--- config.mk ---
export PLATFORM = sky130hd
export DESIGN_NAME = pbm_pin_mux
export DESIGN_NICKNAME = d
export VERILOG_FILES = /design/src/core/pbm_pkg.sv /design/src/core/pbm_pin_mux.sv /design/src/core/pbm_ctrl_reg.sv /design/src/core/pbm_input_route.sv
export SDC_FILE = /design/constraint.sdc
export NUM_CORES = 1
export LEC_CHECK = 0
export ABC_AREA = 1
export BUFFER_PORTS_ARGS = -buffer_cell sky130_fd_sc_hd__buf_4
export CORE_AREA = 2 2 68 70
export DETAILED_ROUTE_END_ITERATION = 8
export DIE_AREA = 0 0 70 72
export PLACE_DENSITY = 0.77
export REMOVE_ABC_BUFFERS = 1
export SYNTH_ARGS = -nofsm -noshare
export SYNTH_HDL_FRONTEND = slang
export SYNTH_HIERARCHICAL = 1
export SYNTH_SLANG_ARGS = --single-unit
--- constraint.sdc ---
create_clock -name mclk -period 1.4 [get_ports mclk]
set_input_delay 0.07 -clock mclk [delete_from_list [all_inputs] [get_ports mclk]]
set_output_delay 0.07 -clock mclk [all_outputs]
set_load 0.05 [all_outputs]
--- src/core/pbm_pkg.sv ---
// Purpose: Shared types and constants for the port-B upper pin multiplexer.
// Assumes: One synchronous clock domain; selection codes come from the integration unit.
// Notes:   Six pins, bits 6 to 11 of port B.
package pbm_pkg;

    localparam int PBM_NPINS = 6;

    // Function-select codes per pin; zero is general-purpose I/O.
    localparam logic [1:0] PBM_SEL_GPIO = 2'h0;
    localparam logic [1:0] PBM_SEL_ALT1 = 2'h1;
    localparam logic [1:0] PBM_SEL_ALT2 = 2'h2;
    localparam logic [1:0] PBM_SEL_ALT3 = 2'h3;

    localparam logic [11:0] PBM_SEL_RESET = 12'h000;
    localparam logic [5:0]  PBM_BITS_RESET = 6'h00;

    // Pin slot indices within the group.
    localparam int PBM_P6  = 0;
    localparam int PBM_P7  = 1;
    localparam int PBM_P8  = 2;
    localparam int PBM_P9  = 3;
    localparam int PBM_P10 = 4;
    localparam int PBM_P11 = 5;

    // Pad side of the group: one bit per pin.
    typedef struct packed {
        logic [5:0] out;
        logic [5:0] oe;
    } pbm_pad_drive_t;

    // Settings held by the integration unit and GPIO port.
    typedef struct packed {
        logic [11:0] func_sel;
        logic [5:0]  gpio_dir;
        logic [5:0]  gpio_out;
        logic        clock_source_mode_bit;
    } pbm_ctrl_t;

    // Outputs of the peripherals towards the pads.
    typedef struct packed {
        logic serial0_transmit;
        logic serial0_transmit_oe;
        logic single_wire;
        logic i2c_sda_oe;
        logic i2c_scl_oe;
        logic can_transmit_pin;
        logic timer_b_channel0;
        logic timer_b_channel0_oe;
        logic timer_b_channel1;
        logic timer_b_channel1_oe;
        logic comparator_a_output;
        logic comparator_b_output;
    } pbm_periph_out_t;

    // Pad levels routed back to the peripherals.
    typedef struct packed {
        logic serial0_receive;
        logic i2c_sda_in;
        logic i2c_scl_in;
        logic external_clock_input;
        logic can_receive_pin;
        logic timer_b_channel0_in;
        logic timer_b_channel1_in;
        logic [5:0] gpio_in;
    } pbm_periph_in_t;

endpackage

--- src/core/pbm_pin_mux.sv ---
// Purpose: Pin multiplexer for port-B pins six to eleven.
// Assumes: Selection settings come from the system integration unit, direction
//          and data from the GPIO port; pad inputs are synchronous to mclk.
// Notes:   Two bits of selection per pin, code zero is general-purpose I/O.
//
// Overview of operation
// - Reset returns all pins to GPIO.
// - GPIO direction set per pin by software.
// - Integration-unit selection routes peripheral functions.
// - Pin six clock input needs clock-mode bit.
// - Pin six: GPIO, serial receive, SDA, clock.
// - Pin seven serial transmit; bidirectional in single-wire.
// - Pin seven SCL; pin eight SCL or CAN.
// - CAN transmit on pin eight is open-drain.
// - Pin nine SDA or CAN receive.
// - Pins ten, eleven: timer B or comparator.
// - I2C lines also reach pins zero, one.
`timescale 1ns/10ps
`default_nettype none
module pbm_pin_mux
    import pbm_pkg::*;
(
    input  wire logic                    mclk,
    input  wire logic                    srst,
    input  wire pbm_pkg::pbm_ctrl_t      ctrl_in,
    input  wire pbm_pkg::pbm_periph_out_t periph_out,
    input  wire logic [5:0]              pad_in,
    output var  pbm_pkg::pbm_pad_drive_t pad_drive,
    output var  pbm_pkg::pbm_periph_in_t periph_in,
    output var  logic                    i2c_scl_low_pins_sel,
    output var  logic                    i2c_sda_low_pins_sel
);
    import pbm_pkg::*;

    typedef struct packed {
        pbm_pad_drive_t pad;
        logic           scl_low;
        logic           sda_low;
    } pbm_mux_state_t;

    pbm_mux_state_t state;
    pbm_mux_state_t next_state;
    pbm_ctrl_t      ctrl;

    // Selection is registered so a write lands on all pins together.
    pbm_ctrl_reg u_ctrl (
        .mclk    (mclk),
        .srst    (srst),
        .ctrl_in (ctrl_in),
        .ctrl_q  (ctrl)
    );

    pbm_input_route u_in (
        .mclk      (mclk),
        .srst      (srst),
        .pad_in    (pad_in),
        .ctrl      (ctrl),
        .periph_in (periph_in)
    );

    logic [5:0] alt_out;
    logic [5:0] alt_oe;
    logic [5:0] is_gpio;

    // Per-pin choice: one case per pin so exactly one source is picked.
    always_comb begin
        alt_out = '0;
        alt_oe  = '0;
        unique case (ctrl.func_sel[2*PBM_P6 +: 2])
            PBM_SEL_ALT2: begin
                alt_out[PBM_P6] = 1'b0; // I2C pulls low only.
                alt_oe[PBM_P6]  = periph_out.i2c_sda_oe;
            end
            default: begin
                // Serial receive and clock input are input-only functions.
                alt_out[PBM_P6] = 1'b0;
                alt_oe[PBM_P6]  = 1'b0;
            end
        endcase
        unique case (ctrl.func_sel[2*PBM_P7 +: 2])
            PBM_SEL_ALT1: begin
                alt_out[PBM_P7] = periph_out.serial0_transmit;
                // In single-wire mode the serial unit turns the driver around.
                alt_oe[PBM_P7]  = periph_out.single_wire ? periph_out.serial0_transmit_oe : 1'b1;
            end
            PBM_SEL_ALT2: begin
                alt_out[PBM_P7] = 1'b0;
                alt_oe[PBM_P7]  = periph_out.i2c_scl_oe;
            end
            default: begin
                alt_out[PBM_P7] = 1'b0;
                alt_oe[PBM_P7]  = 1'b0;
            end
        endcase
        unique case (ctrl.func_sel[2*PBM_P8 +: 2])
            PBM_SEL_ALT1: begin
                alt_out[PBM_P8] = 1'b0;
                alt_oe[PBM_P8]  = periph_out.i2c_scl_oe;
            end
            PBM_SEL_ALT2: begin
                // Open drain: drive only a low, release for a high.
                alt_out[PBM_P8] = 1'b0;
                alt_oe[PBM_P8]  = !periph_out.can_transmit_pin;
            end
            default: begin
                alt_out[PBM_P8] = 1'b0;
                alt_oe[PBM_P8]  = 1'b0;
            end
        endcase
        unique case (ctrl.func_sel[2*PBM_P9 +: 2])
            PBM_SEL_ALT1: begin
                alt_out[PBM_P9] = 1'b0;
                alt_oe[PBM_P9]  = periph_out.i2c_sda_oe;
            end
            default: begin
                alt_out[PBM_P9] = 1'b0;
                alt_oe[PBM_P9]  = 1'b0;
            end
        endcase
        unique case (ctrl.func_sel[2*PBM_P10 +: 2])
            PBM_SEL_ALT1: begin
                alt_out[PBM_P10] = periph_out.timer_b_channel0;
                alt_oe[PBM_P10]  = periph_out.timer_b_channel0_oe;
            end
            PBM_SEL_ALT2: begin
                alt_out[PBM_P10] = periph_out.comparator_a_output;
                alt_oe[PBM_P10]  = 1'b1;
            end
            default: begin
                alt_out[PBM_P10] = 1'b0;
                alt_oe[PBM_P10]  = 1'b0;
            end
        endcase
        unique case (ctrl.func_sel[2*PBM_P11 +: 2])
            PBM_SEL_ALT1: begin
                alt_out[PBM_P11] = periph_out.timer_b_channel1;
                alt_oe[PBM_P11]  = periph_out.timer_b_channel1_oe;
            end
            PBM_SEL_ALT2: begin
                alt_out[PBM_P11] = periph_out.comparator_b_output;
                alt_oe[PBM_P11]  = 1'b1;
            end
            default: begin
                alt_out[PBM_P11] = 1'b0;
                alt_oe[PBM_P11]  = 1'b0;
            end
        endcase
    end

    genvar g;
    generate
        for (g = 0; g < PBM_NPINS; g = g + 1) begin : g_pin
            assign is_gpio[g] = (ctrl.func_sel[2*g +: 2] == PBM_SEL_GPIO);
        end
    endgenerate

    always_comb begin
        next_state = state;
        for (int p = 0; p < PBM_NPINS; p++) begin
            // Exactly one of GPIO or the alternate path feeds the pad.
            if (is_gpio[p]) begin
                next_state.pad.out[p] = ctrl.gpio_out[p];
                next_state.pad.oe[p]  = ctrl.gpio_dir[p];
            end else begin
                next_state.pad.out[p] = alt_out[p];
                next_state.pad.oe[p]  = alt_oe[p];
            end
        end
        // The lower I2C pins are released whenever the upper ones carry
        // the bus, so the controller never sees two pins for one line.
        next_state.scl_low = !(ctrl.func_sel[2*PBM_P7 +: 2] == PBM_SEL_ALT2
                               || ctrl.func_sel[2*PBM_P8 +: 2] == PBM_SEL_ALT1);
        next_state.sda_low = !(ctrl.func_sel[2*PBM_P6 +: 2] == PBM_SEL_ALT2
                               || ctrl.func_sel[2*PBM_P9 +: 2] == PBM_SEL_ALT1);
        if (srst) begin
            next_state.pad     = '0;
            next_state.scl_low = 1'b0;
            next_state.sda_low = 1'b0;
        end
    end

    always_ff @(posedge mclk) begin
        state <= next_state;
    end

    assign pad_drive            = state.pad;
    assign i2c_scl_low_pins_sel = state.scl_low;
    assign i2c_sda_low_pins_sel = state.sda_low;
endmodule
`default_nettype wire

--- src/core/pbm_ctrl_reg.sv ---
// Purpose: Registers the selection and GPIO settings with the reset defaults.
// Assumes: Synchronous active-high reset.
// Notes:   Reset returns every pin to general-purpose input.
`timescale 1ns/10ps
`default_nettype none
module pbm_ctrl_reg
    import pbm_pkg::*;
(
    input  wire logic              mclk,
    input  wire logic              srst,
    input  wire pbm_pkg::pbm_ctrl_t ctrl_in,
    output var  pbm_pkg::pbm_ctrl_t ctrl_q
);
    typedef struct packed {
        pbm_ctrl_t c;
    } pbm_reg_state_t;

    pbm_reg_state_t state;
    pbm_reg_state_t next_state;

    always_comb begin
        next_state   = state;
        next_state.c = ctrl_in;
        if (srst) begin
            next_state.c.func_sel              = PBM_SEL_RESET;
            next_state.c.gpio_dir              = PBM_BITS_RESET;
            next_state.c.gpio_out              = PBM_BITS_RESET;
            next_state.c.clock_source_mode_bit = 1'b0;
        end
    end

    always_ff @(posedge mclk) begin
        state <= next_state;
    end

    assign ctrl_q = state.c;
endmodule
`default_nettype wire

--- src/core/pbm_input_route.sv ---
// Purpose: Routes pad levels to peripheral inputs by the current selection.
// Assumes: Pad inputs are synchronous to mclk.
// Notes:   An unselected serial, I2C or CAN input reads a quiet high level; clock and timer inputs read low.
`timescale 1ns/10ps
`default_nettype none
module pbm_input_route
    import pbm_pkg::*;
(
    input  wire logic                   mclk,
    input  wire logic                   srst,
    input  wire logic [5:0]             pad_in,
    input  wire pbm_pkg::pbm_ctrl_t     ctrl,
    output var  pbm_pkg::pbm_periph_in_t periph_in
);
    typedef struct packed {
        pbm_periph_in_t r;
    } pbm_in_state_t;

    pbm_in_state_t state;
    pbm_in_state_t next_state;

    function automatic logic [1:0] sel_of(input logic [11:0] s, input int p);
        sel_of = s[2*p +: 2];
    endfunction

    always_comb begin
        logic [11:0] s;
        s = ctrl.func_sel;
        next_state = state;
        next_state.r.gpio_in = pad_in;
        // Idle high keeps I2C and serial receivers quiet when unrouted.
        next_state.r.serial0_receive      = (sel_of(s, PBM_P6) == PBM_SEL_ALT1) ? pad_in[PBM_P6] :
                                            (sel_of(s, PBM_P7) == PBM_SEL_ALT1) ? pad_in[PBM_P7] : 1'b1;
        next_state.r.i2c_sda_in           = (sel_of(s, PBM_P6) == PBM_SEL_ALT2) ? pad_in[PBM_P6] :
                                            (sel_of(s, PBM_P9) == PBM_SEL_ALT1) ? pad_in[PBM_P9] : 1'b1;
        next_state.r.i2c_scl_in           = (sel_of(s, PBM_P7) == PBM_SEL_ALT2) ? pad_in[PBM_P7] :
                                            (sel_of(s, PBM_P8) == PBM_SEL_ALT1) ? pad_in[PBM_P8] : 1'b1;
        next_state.r.external_clock_input = (sel_of(s, PBM_P6) == PBM_SEL_ALT3) && ctrl.clock_source_mode_bit
                                            ? pad_in[PBM_P6] : 1'b0;
        next_state.r.can_receive_pin      = (sel_of(s, PBM_P9) == PBM_SEL_ALT2) ? pad_in[PBM_P9] : 1'b1;
        next_state.r.timer_b_channel0_in  = (sel_of(s, PBM_P10) == PBM_SEL_ALT1) ? pad_in[PBM_P10] : 1'b0;
        next_state.r.timer_b_channel1_in  = (sel_of(s, PBM_P11) == PBM_SEL_ALT1) ? pad_in[PBM_P11] : 1'b0;
        if (srst) begin
            next_state.r = '0;
        end
    end

    always_ff @(posedge mclk) begin
        state <= next_state;
    end

    assign periph_in = state.r;
endmodule
`default_nettype wire

==> flow_metrics.tcl <==
set metrics [dict create \
    status "finished, final reports clean" \
    cts_made_buffers 5 \
    highest_layer "met4" \
    netlist.area_leader.share 0.529 \
    reg2reg_slack_ps 230 \
    die_area_sq_um 5040 \
    drcViolationCount 0 \
    grtUsageTotal 0.164 \
    antenna_found_initial 0 \
    cts-htree-levels 2 \
    switching_power_mw 0.771 \
    drt-total-wl_um 3930 \
    total_power_mw 2.91 \
    clock-sinks 52 \
    synth_top_family_by_area "simple AND/OR/NAND/NOR gates" \
    place.gp.congestion 0.780 \
    drtPass1Iterations 4 \
    setup_viol 0 \
    slew_headroom 0.818 \
    yosysWarnings 6 \
    routedWlPerCell_um 10.1 \
    grt_pass1_vias 1723 \
    vdd_ir_drop_max_mv 0.604 \
    critPathCaptureType "flop" \
    fin_crit_sh 0.837 \
    p_int_mw 2.14 \
    clkTransAtPathRegs_ps 80 \
    worst_ep_arrival_time_ps 1390 \
    fin_cells 390 \
    port_buffers 71 \
    core_sq_um 4260 \
    viasPerCell 4.32 \
    min_from "pad_in[1]" \
    netSwitchingFraction 0.265 \
    final_core_util 0.671 \
    cts_tree "yes" \
    hpwl_um 2740 \
    std_cell_rows 24 \
    clk_latency_ps 290 \
    start_util 0.461 \
    whs_ps 14.2 \
    seq_area_frac_synth 0.529 \
    pwr-share-comb 0.188 \
    path_max_fanout 3 \
    vias 1685 \
    worstSetupPathType "flop to flop" \
    dr.first_iter.drc_count 28 \
    synth_compound_area_frac 0.0439 \
    ios 72 \
    clock_path_buffers 2 \
    drv_cap 0 \
    synth_area_sq_um 1970 \
    finalSetupTns_ps 0 \
    ys_ff_latch 52 \
    tightest_slew_ps 273 \
    grt_max_degree 26 \
    n_antenna_cell 0 \
    synth_fa_ha_area_frac 0.0763 \
    final.min_clock_period_ps 1170 \
    dr_wl_met3_um 192 \
    grt_overflow_total 0 \
    synth_area_leaders "dfxtp_1, inv_1, nor2_1" \
    r2r_start "u_ctrl/ctrl_q[21]" \
    syn_inst 237 \
    crit_path_start_kind "flop" \
    fmax_mhz 854 \
    die_w_um 70 \
    dp.cells 357 \
    met1_length_um 1550 \
    grt_pass1_wl_um 6620 \
    die_h_um 72 \
    fin_skew_ps 3.45 \
    rsz0062_at_grt "false" \
    drv_slew 0 \
    crit_path_start "u_ctrl/ctrl_q[21]" \
    synth_mux_area_frac 0 \
    finalHoldViolations 0 \
    synth_cell_types 20 \
    cts_root_buf "clkbuf_8" \
    ant_nets 0 \
    met2_length_um 2170 \
    syn_avg_cell_area_sq_um 8.30 \
    power_frac_seq 0.547 \
    final_layout_size_suffix_gt1_frac 0.275 \
    cts_setup_buffers 0 \
    synth_top_area_cell "dfxtp_1" \
    synth_xor_xnor_area_share 0 \
    critPathRequiredTime_ps 1620 \
    hp-class "primary input to flop" \
    yosys.area_share.simple 0.215 \
    nNetsFinal 395 \
    syn_to_final_growth_pct 45.5 \
    power.density_nw_per_um2 1020 \
    clock_power_share 0.265 \
    p_leak_nw 1.50 \
]
## what timing repair did
action	in CTS	in global routing
endpoints found under the hold margin	26	0
gates resized for setup	0	0
hold buffers	26	0
## layout make-up
type                            count  area [sq um]
Clock buffer                        6          72.6
Clock inverter                      1          5.00
Fill cell                         351          1400
Inverter                           56           210
Multi-Input combinational cell    124           659
Sequential cell                    52          1040
Tap cell                           52          65.1
Timing Repair Buffer               99           808
## registers in the layout, indices dropped and copies added (netlist names)
register	count
u_in/periph_in	13
i2c_scl_low_pins_sel	1
i2c_sda_low_pins_sel	1
pad_drive	12
u_ctrl/ctrl_q	25
## layout by cell type (no fill, tap or decap)
master,n
a211oi_2,1
a21oi_1,8
a21oi_2,1
and3_1,1
buf_4,73
clkbuf_1,1
clkbuf_8,5
clkinv_2,1
dfxtp_1,52
dlygate4sd3_1,26
ha_1,12
inv_1,55
inv_2,1
nand2_1,30
nand2_2,2
nand3_1,8
nand3b_1,1
nor2_1,45
nor2_2,6
nor2_4,2
nor3_1,1
nor3_2,1
o21ai_0,2
o21ai_1,3
## routing by layer
| layer | global-route usage | vias up |
|---|---|---|
| met2 | 0.350 | 43 |
| met5 | 0 | - |
| met3 | 0.0486 | 2 |
| li1 | - | 887 |
| met4 | 0.0385 | 0 |
| met1 | 0.148 | 753 |
## power groups by stage
| stage | Sequential, mW | Combinational, mW | Clock [mW] |
|---|---|---|---|
| finish | 1.59 | 0.547 | 0.773 |
| global placement | 1.62 | 0.478 | 0 |
| detailed placement | 1.63 | 0.488 | 0 |
| floorplan | 1.76 | 0.138 | 0 |
| CTS | 1.59 | 0.547 | 0.805 |
| global route | 1.60 | 0.597 | 0.858 |
## critical path, stage by stage (launching register included)
cell	delay [ps]
dfxtp_1	380
inv_1	80
ha_1	270
inv_1	40
nor2_2	90
o21ai_1	90
a21oi_1	140
## synth_stat cells
master and number:
inv_1 55, dfxtp_1 52, nor2_1 45, nand2_1 30, ha_1 12, a21oi_1 8
nand3_1 8, nor2_2 6, buf_6 5, o21ai_1 3, nand2_2 2, nor2_4 2
o21ai_0 2, a211oi_2 1, a21oi_2 1, and3_1 1, inv_2 1, nand3b_1 1
nor3_1 1, nor3_2 1
## final timing paths
| check | end | depth (start not counted) |
|---|---|---|
| max | pad_drive[4] | 6 |
| min | u_in/periph_in[1] | 3 |
| max reg2reg | pad_drive[4] | 6 |
| min reg2reg | pad_drive[6] | 2 |
## through the flow
stage / setup WS [ps] / cell area (sq um)
after global placement: 351 / 2520
after detailed placement: 245 / 2520
after CTS: 224 / 2860
after global routing: 163 / 2860
after floorplan: 389 / 1910
final: 229 / 2860
## logic make-up (layout without fill, tap and decap cells)
group / after synthesis / count (layout)
simple gates: 97 / 97
buf+inv: 61 / 162
flops: 52 / 52
compound gates: 15 / 15
fa+ha+maj: 12 / 12
Power figures use the tool's default switching activity.
